[src/hdl/sdmr_pkg.sv]
package sdmr_pkg;
   // ==========================================
   // Register map
   localparam logic [11:0] ADDR_CTRL = 12'h000;
   localparam logic [11:0] ADDR_MR0 = 12'h004;
   localparam logic [11:0] ADDR_MR1 = 12'h008;
   localparam logic [11:0] ADDR_STAT = 12'h00C;
   localparam logic CTRL_EN_RST = 1'b1;
   localparam int CTRL_EN = 0;
   // ==========================================
   // Mode register fields
   localparam int MR0_BT = 3;
   localparam int MR0_TM = 7;
   localparam int MR0_DLLR = 8;
   localparam int MR0_WR_LO = 9;
   localparam int MR0_PPD = 12;
   localparam int MR1_AL_LO = 3;
   localparam int MR1_WLVL = 7;
   localparam int MR1_QOFF = 12;
   localparam int ADDR_CHOP = 12;
   localparam logic [1:0] BL_FIX8 = 2'h0;
   localparam logic [1:0] BL_OTF = 2'h1;
   localparam logic [1:0] BL_FIX4 = 2'h2;
   localparam logic [1:0] AL_OFF = 2'h0;
   localparam logic [1:0] AL_CL1 = 2'h1;
   localparam logic [1:0] AL_CL2 = 2'h2;
   localparam logic [2:0] RTT_OFF = 3'h0;
   localparam logic [2:0] RTT_Q4 = 3'h1;
   localparam logic [2:0] RTT_Q2 = 3'h2;
   localparam logic [2:0] RTT_Q6 = 3'h3;
   // ==========================================
   // Counts, in link clock cycles or beats
   localparam logic [5:0] CL_BASE = 6'h04;
   localparam logic [5:0] WR_BASE = 6'h05;
   localparam logic [7:0] DLL_RST_CK = 8'h10;
   localparam logic [2:0] BEAT_HALF = 3'h4;
   localparam logic [2:0] BEAT_LAST = 3'h7;
   // ==========================================
   // Status register fields
   localparam int ST_RL_LO = 0;
   localparam int ST_DAL_LO = 8;
   localparam int ST_DLL_BUSY = 16;
   localparam int ST_TEST = 17;
   localparam int ST_SLOW_PD = 18;
   localparam int ST_RTT_BAD = 19;
   localparam int ST_AL_RSV = 20;
   // ==========================================
   // Types
   typedef struct packed {
      logic cs_n;
      logic ras_n;
      logic cas_n;
      logic we_n;
      logic [2:0] ba;
      logic [13:0] addr;
   } sdmr_pins_t;

   typedef enum logic [4:0] {
      S_IDLE = 5'h01,
      S_RWAIT = 5'h02,
      S_RBURST = 5'h04,
      S_WWAIT = 5'h08,
      S_WBURST = 5'h10
   } sdmr_fsm_t;

   typedef struct packed {
      logic ck_m;
      logic ck_s;
      logic ck_d;
      sdmr_pins_t pin_m;
      sdmr_pins_t pin_s;
      logic ctrl_en;
      logic [13:0] mr0;
      logic [13:0] mr1;
      sdmr_fsm_t fsm;
      logic [5:0] cnt;
      logic [2:0] beat;
      logic [2:0] col0;
      logic chop;
      logic ilv;
      logic bc4fix;
      logic dll_busy;
      logic [7:0] dll_cnt;
      logic [5:0] rl;
      logic [5:0] tdal;
      logic dq_oe;
      logic rd_beat;
      logic wr_beat;
      logic wr_start;
      logic dll_pulse;
      logic dll_frz;
      logic [2:0] beat_col;
      logic pready;
      logic pslverr;
      logic [31:0] prdata;
   } sdmr_state_t;
endpackage

[src/hdl/sdmr_core.sv]
`timescale 1ns/10ps
module sdmr_core
   import sdmr_pkg::*;
#(
   parameter int CWL = 5,
   parameter int TRP_CK = 5
) (
   // Clock and reset
   input wire logic i_clock,
   input wire logic i_rst_n,
   // Memory link pins
   input wire logic i_ck,
   input wire sdmr_pins_t i_pins,
   // APB slave
   input wire logic i_psel,
   input wire logic i_penable,
   input wire logic i_pwrite,
   input wire logic [11:0] i_paddr,
   input wire logic [31:0] i_pwdata,
   output logic o_pready,
   output logic [31:0] o_prdata,
   output logic o_pslverr,
   // Burst datapath
   output logic o_dq_dqs_oe,
   output logic o_rd_beat,
   output logic o_wr_beat,
   output logic [2:0] o_beat_col,
   output logic o_wr_start,
   // DLL control
   output logic o_dll_reset,
   output logic o_dll_freeze_pd
);
   localparam int DLL_WAIT_MAX = 200;

   sdmr_state_t st;
   sdmr_state_t nx;
   logic ck_rise;
   logic ck_edge;
   logic cmd_ok;
   logic is_mrs;
   logic is_rd;
   logic is_wr;
   logic mrs0_ev;
   logic mrs1_ev;
   logic otf_chop;
   logic [5:0] cl_c;
   logic [5:0] al_c;
   logic [5:0] rl_c;
   logic [5:0] wl_c;
   logic [5:0] dal_c;
   logic [2:0] rtt;
   logic rtt_bad;
   logic [2:0] beat_sel;
   logic [2:0] col;
   logic in_wr;
   logic [31:0] stat;

   // ==========================================
   // Link sampling and command decode
   assign ck_rise = st.ck_s & ~st.ck_d;
   assign ck_edge = st.ck_s ^ st.ck_d;
   assign cmd_ok = st.ctrl_en & ~st.pin_s.cs_n & ck_rise;
   assign is_mrs = cmd_ok & ~st.pin_s.ras_n & ~st.pin_s.cas_n
                   & ~st.pin_s.we_n;
   assign is_rd = cmd_ok & st.pin_s.ras_n & ~st.pin_s.cas_n
                  & st.pin_s.we_n;
   assign is_wr = cmd_ok & st.pin_s.ras_n & ~st.pin_s.cas_n
                  & ~st.pin_s.we_n;
   // all bank bits low selects mode zero
   assign mrs0_ev = is_mrs & (st.pin_s.ba == 3'h0);
   // only bank bit 0 high selects mode one
   assign mrs1_ev = is_mrs & (st.pin_s.ba == 3'h1);

   // ==========================================
   // Mode decode
   // CAS delay code from bits 2, 6, 5, 4
   assign cl_c = CL_BASE + {2'h0, st.mr0[2], st.mr0[6:4]};

   always_comb begin
      case (st.mr1[MR1_AL_LO +: 2])
         AL_CL1: al_c = cl_c - 6'h01;
         AL_CL2: al_c = cl_c - 6'h02;
         default: al_c = 6'h00;
      endcase
   end
   assign rl_c = al_c + cl_c;
   assign wl_c = al_c + 6'(CWL);

   assign dal_c = WR_BASE + {3'h0, st.mr0[MR0_WR_LO +: 3]}
                  + 6'(TRP_CK);

   // on-the-fly mode follows the chop pin
   assign otf_chop = st.mr0[1:0] == BL_OTF;

   // Termination flagged when not a legal value, outside output-off leveling
   assign rtt = {st.mr1[9], st.mr1[6], st.mr1[2]};
   assign rtt_bad = (rtt != RTT_OFF) && (rtt != RTT_Q4)
                    && (rtt != RTT_Q2) && (rtt != RTT_Q6)
                    && !(st.mr1[MR1_WLVL] && st.mr1[MR1_QOFF]);

   // ==========================================
   // Beat ordering
   assign in_wr = (st.fsm == S_WWAIT) || (st.fsm == S_WBURST);
   assign beat_sel = ((st.fsm == S_RBURST) || (st.fsm == S_WBURST))
                     ? st.beat + 3'h1 : 3'h0;

   sdmr_beat_order u_order (
      .i_start(st.col0),
      .i_beat(beat_sel),
      .i_interleave(st.ilv),
      .i_write(in_wr),
      .i_chop(st.chop),
      .o_col(col)
   );

   // ==========================================
   // Status word
   always_comb begin
      stat = 32'h0000_0000;
      stat[ST_RL_LO +: 6] = st.rl;
      stat[ST_DAL_LO +: 6] = st.tdal;
      stat[ST_DLL_BUSY] = st.dll_busy;
      stat[ST_TEST] = st.mr0[MR0_TM];
      stat[ST_SLOW_PD] = ~st.mr0[MR0_PPD];
      stat[ST_RTT_BAD] = rtt_bad;
      stat[ST_AL_RSV] = &st.mr1[MR1_AL_LO +: 2];
   end

   // ==========================================
   // Next state
   always_comb begin
      nx = st;
      nx.ck_m = i_ck;
      nx.ck_s = st.ck_m;
      nx.ck_d = st.ck_s;
      nx.pin_m = i_pins;
      nx.pin_s = st.pin_m;
      nx.rd_beat = 1'b0;
      nx.wr_beat = 1'b0;
      nx.wr_start = 1'b0;
      nx.dll_pulse = 1'b0;
      nx.rl = rl_c;
      nx.tdal = dal_c;

      // APB: answer one cycle after setup
      nx.pready = i_psel & ~i_penable;
      if (i_psel && !i_penable) begin
         nx.pslverr = 1'b0;
         case (i_paddr)
            ADDR_CTRL: nx.prdata = {31'h0000_0000, st.ctrl_en};
            ADDR_MR0: nx.prdata = {18'h00000, st.mr0};
            ADDR_MR1: nx.prdata = {18'h00000, st.mr1};
            ADDR_STAT: nx.prdata = stat;
            default: begin
               nx.prdata = 32'h0000_0000;
               nx.pslverr = 1'b1;
            end
         endcase
      end
      if (i_psel && i_penable && st.pready && i_pwrite
          && i_paddr == ADDR_CTRL) begin
         nx.ctrl_en = i_pwdata[CTRL_EN];
      end

      if (st.dll_busy && ck_rise) begin
         nx.dll_cnt = st.dll_cnt - 8'h01;
         if (st.dll_cnt == 8'h01) begin
            nx.dll_busy = 1'b0;
            nx.mr0[MR0_DLLR] = 1'b0;
         end
      end

      // latch every field at the mode set
      if (mrs0_ev) begin
         nx.mr0 = st.pin_s.addr;
         if (st.pin_s.addr[MR0_DLLR]) begin
            nx.dll_busy = 1'b1;
            nx.dll_cnt = DLL_RST_CK;
            nx.dll_pulse = 1'b1;
         end
      end
      if (mrs1_ev) begin
         nx.mr1 = st.pin_s.addr;
      end

      case (st.fsm)
         S_IDLE: begin
            if (is_rd || is_wr) begin
               nx.col0 = st.pin_s.addr[2:0];
               nx.ilv = st.mr0[MR0_BT];
               nx.bc4fix = st.mr0[1:0] == BL_FIX4;
               // chop pin sampled with the command
               nx.chop = otf_chop ? st.pin_s.addr[ADDR_CHOP]
                                  : st.mr0[1:0] == BL_FIX4;
               nx.fsm = is_rd ? S_RWAIT : S_WWAIT;
               nx.cnt = is_rd ? rl_c : wl_c;
            end
         end
         S_RWAIT: begin
            if (ck_rise) begin
               nx.cnt = st.cnt - 6'h01;
               if (st.cnt == 6'h01) begin
                  nx.fsm = S_RBURST;
                  nx.beat = 3'h0;
                  nx.beat_col = col;
                  nx.rd_beat = 1'b1;
                  nx.dq_oe = ~st.mr1[MR1_QOFF];
               end
            end
         end
         S_RBURST: begin
            if (ck_edge) begin
               if (st.beat == BEAT_LAST) begin
                  nx.fsm = S_IDLE;
                  nx.dq_oe = 1'b0;
               end else begin
                  nx.beat = beat_sel;
                  nx.beat_col = col;
                  // chop read floats the last four slots
                  nx.rd_beat = ~(st.chop & beat_sel[2]);
                  nx.dq_oe = ~(st.chop & beat_sel[2])
                             & ~st.mr1[MR1_QOFF];
               end
            end
         end
         S_WWAIT: begin
            if (ck_rise) begin
               nx.cnt = st.cnt - 6'h01;
               if (st.cnt == 6'h01) begin
                  nx.fsm = S_WBURST;
                  nx.beat = 3'h0;
                  nx.beat_col = col;
                  nx.wr_beat = 1'b1;
               end
            end
         end
         S_WBURST: begin
            if (ck_edge) begin
               if (st.beat == BEAT_LAST) begin
                  nx.fsm = S_IDLE;
                  // on-the-fly chop starts like eight beats
                  nx.wr_start = ~st.bc4fix;
               end else begin
                  nx.beat = beat_sel;
                  nx.beat_col = col;
                  nx.wr_beat = ~(st.chop & beat_sel[2]);
                  // fixed chop starts two clocks early
                  nx.wr_start = st.bc4fix & (beat_sel == BEAT_HALF);
               end
            end
         end
         default: begin
            nx.fsm = S_IDLE;
         end
      endcase

      // slow exit freezes the DLL in power-down
      nx.dll_frz = ~nx.mr0[MR0_PPD];

      if (!i_rst_n) begin
         nx = '0;
         nx.fsm = S_IDLE;
         nx.ctrl_en = CTRL_EN_RST;
         // Mode zero clears to slow exit
         nx.dll_frz = 1'b1;
      end
   end

   always_ff @(posedge i_clock) begin
      st <= nx;
   end

   // ==========================================
   // Outputs
   assign o_pready = st.pready;
   assign o_prdata = st.prdata;
   assign o_pslverr = st.pslverr;
   assign o_dq_dqs_oe = st.dq_oe;
   assign o_rd_beat = st.rd_beat;
   assign o_wr_beat = st.wr_beat;
   assign o_beat_col = st.beat_col;
   assign o_wr_start = st.wr_start;
   assign o_dll_reset = st.dll_pulse;
   assign o_dll_freeze_pd = st.dll_frz;
endmodule

[src/hdl/sdmr_beat_order.sv]
`timescale 1ns/10ps
module sdmr_beat_order
   import sdmr_pkg::*;
(
   // Burst description
   input wire logic [2:0] i_start,
   input wire logic [2:0] i_beat,
   input wire logic i_interleave,
   input wire logic i_write,
   input wire logic i_chop,
   // Column of this beat
   output logic [2:0] o_col
);
   logic [1:0] nib;

   assign nib = i_start[1:0] + i_beat[1:0];

   always_comb begin
      if (i_write) begin
         o_col = i_chop ? {i_start[2], i_beat[1:0]} : i_beat;
      end else if (i_interleave) begin
         o_col = i_start ^ i_beat;
      end else if (i_chop) begin
         o_col = {i_start[2], nib};
      end else begin
         o_col = {i_start[2] ^ i_beat[2], nib};
      end
   end
endmodule

[config.mk]
export PLATFORM = sky130hd
export DESIGN_NAME = sdmr_core
export DESIGN_NICKNAME = d
export VERILOG_FILES = /design/src/hdl/sdmr_pkg.sv /design/src/hdl/sdmr_core.sv /design/src/hdl/sdmr_beat_order.sv
export SDC_FILE = /design/constraint.sdc
export NUM_CORES = 1
export LEC_CHECK = 0
export ABC_AREA = 1
export BUFFER_PORTS_ARGS = -buffer_cell sky130_fd_sc_hd__buf_4
export CORE_MARGIN = 1
export CORE_UTILIZATION = 50
export DETAILED_ROUTE_END_ITERATION = 8
export PLACE_DENSITY = 0.72
export SYNTH_ARGS = -nofsm -noshare
export SYNTH_HDL_FRONTEND = slang
export SYNTH_SLANG_ARGS = --single-unit
[constraint.sdc]
create_clock -name i_clock -period 5.25 [get_ports i_clock]
set_input_delay 0 -clock i_clock [delete_from_list [all_inputs] [get_ports i_clock]]
set_output_delay 0 -clock i_clock [all_outputs]
set_load 0.02 [all_outputs]
# Yosys cells after proc, flatten, opt, wreduce, memory -nomap -nowiden
# Cells that the tools add are included.
# word_totals
output_inout_bits,43
elab_cells,199
input_bits,71
register_bits,158
# classes
eq_ne,31
addsub,11
bitwise,30
muxes,48
n_reduce_logical,38
# op_table
operator,n
$pmux 21 s4,1
$mux 3,12
$mux 14,2
$mux 9,3
$eq 12x4->1 const B,2
$mux 5,4
$pmux 5 s4,1
$pmux 6 s3,1
$and 1x1->1,16
$mux 13,1
$eq 12x3->1 const B,1
$logic_not 12->1,1
$ne 2x2->1 const B,6
$pmux 6 s2,1
$logic_and 1x1->1,11
$mux 1,11
$mux 11,1
$not 1->1,11
$ne 2x1->1 const B,5
$reduce_and 5->1,2
$pmux 3 s3,1
$reduce_bool 3->1,3
$eq 8x1->1 const B,1
$mux 2,4
40 further kinds,56

# Depth between registers and ports, before layout
# depth
word_depth,10
depth_mapped,18
depth_no_buf,18

# Hierarchy
# Synthesis repeated with hierarchy kept, for this count alone.
# unflattened
hier_cells,887
hier_area_um2,6630.1
# modules_own_cells
mod,area_per_inst_um2,cells_each,seq_area_each_um2,instances
sdmr_core,6497.5,861,2882.8,1
sdmr_beat_order,132.6,26,0.0,1

# Worst setup path after synthesis
# OpenSTA, ideal clock, no wires.
# synth_timing
path_type,reg-to-reg
from,register st[103] (netlist name)
to,register st[76] (netlist name)
period_less_slack_ps,2183
arrival_ps,2061
t_required_ps,5128
stages_incl_launch_ff,15
path_buffers,0
setup_time_ps,122
path_slack_ps,3067
path_cell_list,dfxtp_1 -> inv_1 -> ha_1 -> or2_0 -> nand2_1 -> nand2_1 -> inv_1 -> ha_1 -> a21oi_1 -> o21ai_0 -> xor2_1 -> inv_1 -> nand2_1 -> o211ai_1 -> a21oi_1
# synth_between
elab_chain_len,7
word_cells_on_any_way,9
cone_classes,add/sub: 5; mux: 4
# synth_rtl
item,line_no,source
from (decl),sdmr_core.sv:35,sdmr_state_t st;
from (signal assigned),sdmr_core.sv:270,st <= nx;
$add 3x4->5 (*),sdmr_core.sv:77,"assign cl_c = CL_BASE + {2'h0, st.mr0[2], st.mr0[6:4]};"
$sub 5x2->6 / $sub 5x1->6 (equally long branches),"sdmr_core.sv:82, sdmr_core.sv:81",
$pmux 6 s2,sdmr_core.sv:80,case (st.mr1[MR1_AL_LO +: 2])
$add 6x3->6 / $add 6x5->6 (equally long branches),"sdmr_core.sv:87, sdmr_core.sv:86",
$mux 6 (*),sdmr_core.sv:196,nx.cnt = is_rd ? rl_c : wl_c;
$mux 11 (*),sdmr_core.sv:188,if (is_rd || is_wr) begin
$pmux 6 s3 (*),sdmr_core.sv:186,case (st.fsm)
# Mark *: on every way between the ends. The rest lies on a longest branch, timed or not. The select of a mux whose other input is x is not followed.
# A chain may end at the register's enable or synchronous reset.

# Final worst setup path
# layout_timing
from,register st[88] (netlist name)
to,register st[78] (netlist name)
# layout_between
elab_chain_len,6
word_cells_on_any_way,8
cone_classes,add/sub: 2; eq/ne: 2; mux: 4
# layout_rtl
item,line_no
$eq 2x2->1 / $eq 2x1->1 (equally long branches),sdmr_core.sv:80
$pmux 6 s2 (*),sdmr_core.sv:80
$add 6x3->6 / $add 6x5->6 (equally long branches),"sdmr_core.sv:87, sdmr_core.sv:86"
$mux 6 (*),sdmr_core.sv:196
$mux 11 (*),sdmr_core.sv:188
$pmux 6 s3 (*),sdmr_core.sv:186
# Marked as above.

==> results.json <==
{
  "outcome": "finished, final reports clean",
  "io_buffers": 69,
  "cts_root_buf": "clkbuf_16",
  "crit_required_ps": 5590,
  "synth.avg_cell_area_um2": 7.70,
  "reg2regPathDepth": 17,
  "clock_skew_ps": 7.06,
  "synth-async-reset-ratio_pct": 0,
  "num_rows": 41,
  "drv_cap": 0,
  "ys_warn_count": 0,
  "finalCritPeriodShare_pct": 48.0,
  "htree_levels": 4,
  "io_pins": 114,
  "fin_nets": 1018,
  "vias": 5327,
  "gp_congestion": 0.918,
  "cp_common_cell": "nand2_1",
  "powerDensity_nw_per_um2": 364,
  "core_um2": 12700,
  "final_util_pct": 61.5,
  "die_y_um": 117,
  "clk_pin_slew_ps": 50,
  "ys_seq_area_share_pct": 43.8,
  "track_usage_pct": 21.2,
  "ant_nets": 0,
  "dpl.hpwl_um": 9100,
  "clock_latency_ps": 420,
  "dr.pass1.iters": 5,
  "slew_headroom_pct": 41.3,
  "peakVddDrop_uv": 246,
  "timing.fmax_ghz": 0.397,
  "netlist_instances": 855,
  "cp_max_fo": 7,
  "final_common_cell": "nand2_1",
  "cts_tree": "built",
  "p_leak_nw": 3.71,
  "grt_max_degree": 100,
  "path_depth": 17,
  "initial_core_util_pct": 51.8,
  "ctsResizeCount": 0,
  "setup_viol": 0,
  "crit_path_max_incr_delay_ps": 320,
  "fill_cells": 1149,
  "setup-tns-final_ps": 0,
  "wl_um": 13200,
  "vias_per_cell": 4.82,
  "crit_type": "register to register",
  "clock_sinks": 144,
  "cts_buffer_depth": 2,
  "multi_input_area_um2": 2920,
  "seq_area_um2": 2880,
  "synthFlopType": "dfxtp_1",
  "synth_edf_count": 0,
  "cpMaxStageDelayCell": "dfxtp_1",
  "overflow": 0,
  "ys_seq_elements": 144,
  "antenna_cells": 0,
  "layout_common_cells": "nand2_1 (172), dfxtp_1 (144), inv_1 (116)",
  "holdPathStages": 5,
  "critPathCaptureType": "register",
  "crit_chain": "inv_1 -> ha_1 -> inv_1 -> o22ai_1 -> nand2_1 -> nand2_1 -> nand2_1 -> inv_1 -> ha_1 -> a21oi_1 -> o21a_1 -> nand2_1 -> nand2_1 -> nand3_1 -> nand3_1 -> nand2_1 -> a21oi_1",
  "drive_gt1_share_pct": 16.7,
  "whs_ps": 8.25,
  "setup_slack_ps": 2730,
  "power.total_mw": 2.84,
  "wl_per_cell_um": 12.0,
  "drt_iter0_drc": 355,
  "drv_slew": 0,
  "grt_setup_unrepaired": "no",
  "fp.dieW_um": 117,
  "syn-cell-area_um2": 6580,
  "antenna_found_initial": 0,
  "worst_pin_slew_ps": 880,
  "numCtsBuffers": 17,
  "ys_types": 48,
  "syn_to_final_growth_pct": 18.8,
  "cp_top_family": "compound AO/OA/AOI/OAI gates",
  "critPathBufInv": 3,
  "drcViolationCount": 0,
  "place_ws_ps": 2780,
  "grt_pass1_wl_um": 22000,
  "layout_min_cycle_time_ps": 2520,
  "grt_pass1_vias": 4730,
  "start_kind": "register",
  "arrival_ps": 2860,
  "die_area_um2": 13600,
  "finalHoldViolCount": 0,
  "hold_path_class": "primary input to register"
}
==> state kept, by name, indices dropped and copies added (netlist names) <==
register,flops
st,111
o_prdata,19
o_beat_col,3
rtt,3
o_dll_freeze_pd,1
o_dll_reset,1
o_dq_dqs_oe,1
o_pready,1
o_pslverr,1
o_rd_beat,1
o_wr_beat,1
o_wr_start,1
==> cell type report <==
| cell class | count | share of cell area [%] |
|---|---|---|
| Multi-Input combinational cell | 538 | 37.3 |
| Tap cell | 172 | 2.75 |
| Clock inverter | 10 | 1.12 |
| Sequential cell | 144 | 36.9 |
| Clock buffer | 20 | 5.97 |
| Timing Repair Buffer | 95 | 9.89 |
| Inverter | 127 | 6.10 |
==> report_power, final <==
part           total (mW)  internal (mW)  leakage [nW]  switching [mW]
sequential           1.22           1.16          1.17          0.0532
combinational       0.513          0.194          2.27           0.319
clock                1.11          0.680         0.274           0.434
total                2.84           2.04          3.71           0.806
==> metrics by stage <==
step	instances	area [um^2]
floorplan	867	6630
global placement	1052	7030
detailed placement	1052	7030
CTS	1106	7820
global route	1106	7820
finish	1106	7820
==> worst paths after layout <==
kind / end / slack (ps) / from
setup / recovery: st[78] / 2730 / st[88]
hold / removal: st[112] / 8 / i_psel
setup reg to reg: st[78] / 2730 / st[88]
hold reg to reg: st[156] / 410 / st[157]
==> synth_stat cells (2+ instances only) <==
master    instances  area (um^2)
a211oi_1          2         15.0
a21oi_1          64          320
a21oi_2           3         26.3
a31oi_1           2         12.5
buf_4            35          263
clkbuf_1         22         82.6
dfxtp_1         144         2880
ha_1             23          288
inv_1           116          435
inv_2            11         41.3
nand2_1         172          646
nand2_2           7         43.8
nand3_1          25          125
nand3_2           4         40.0
nand4_1          11         68.8
nor2_1           81          304
nor2_2            8         50.1
nor2_4            7         78.8
nor3_1            5         25.0
nor3_4            2         32.5
nor4_4            2         42.5
o211ai_1          8         60.1
o21ai_0          50          250
o21ai_1           5         25.0
o21ai_2           2         17.5
o221ai_1          4         35.0
o22ai_1           5         31.3
or2_1             2         12.5
xnor2_1           3         26.3
xor2_1           12          105
==> per-layer routing <==
metal | track usage, % | share of wire [%] | vias up
li1 | - | - | 2803
met1 | 28.0 | 48 | 2367
met2 | 33.4 | 45 | 139
met3 | 4.20 | 5.1 | 18
met4 | 9.70 | 1.8 | 0
met5 | 0 | 0 | -
==> what timing repair did <==
item                                    in CTS  in global routing
endpoints found under the hold margin       24                  0
hold buffers                                24                  0
endpoints found under the setup margin       0                  0
buffers inserted                             0                  0
==> cells by family (layout without fill, tap and decap cells) <==
family	after synthesis	count (layout)	share of synthesized area, %
DFF	144	144	43.8
buffers and inverters	185	252	12.6
other	1	13	0.0570
adders and majority gates	24	24	4.68
AOI/OAI and AO/OA	151	151	13.0
xor gates and xnor gates	15	15	2.00
and+or+nand+nor	335	335	23.9
==> worst min-delay path, stage by stage <==
cell and delay, ps:
buf_4 110, nand4_1 70, nor2_1 60, nand2_1 50, o211ai_1 70
No activity file was read; power rests on OpenSTA's default activity.
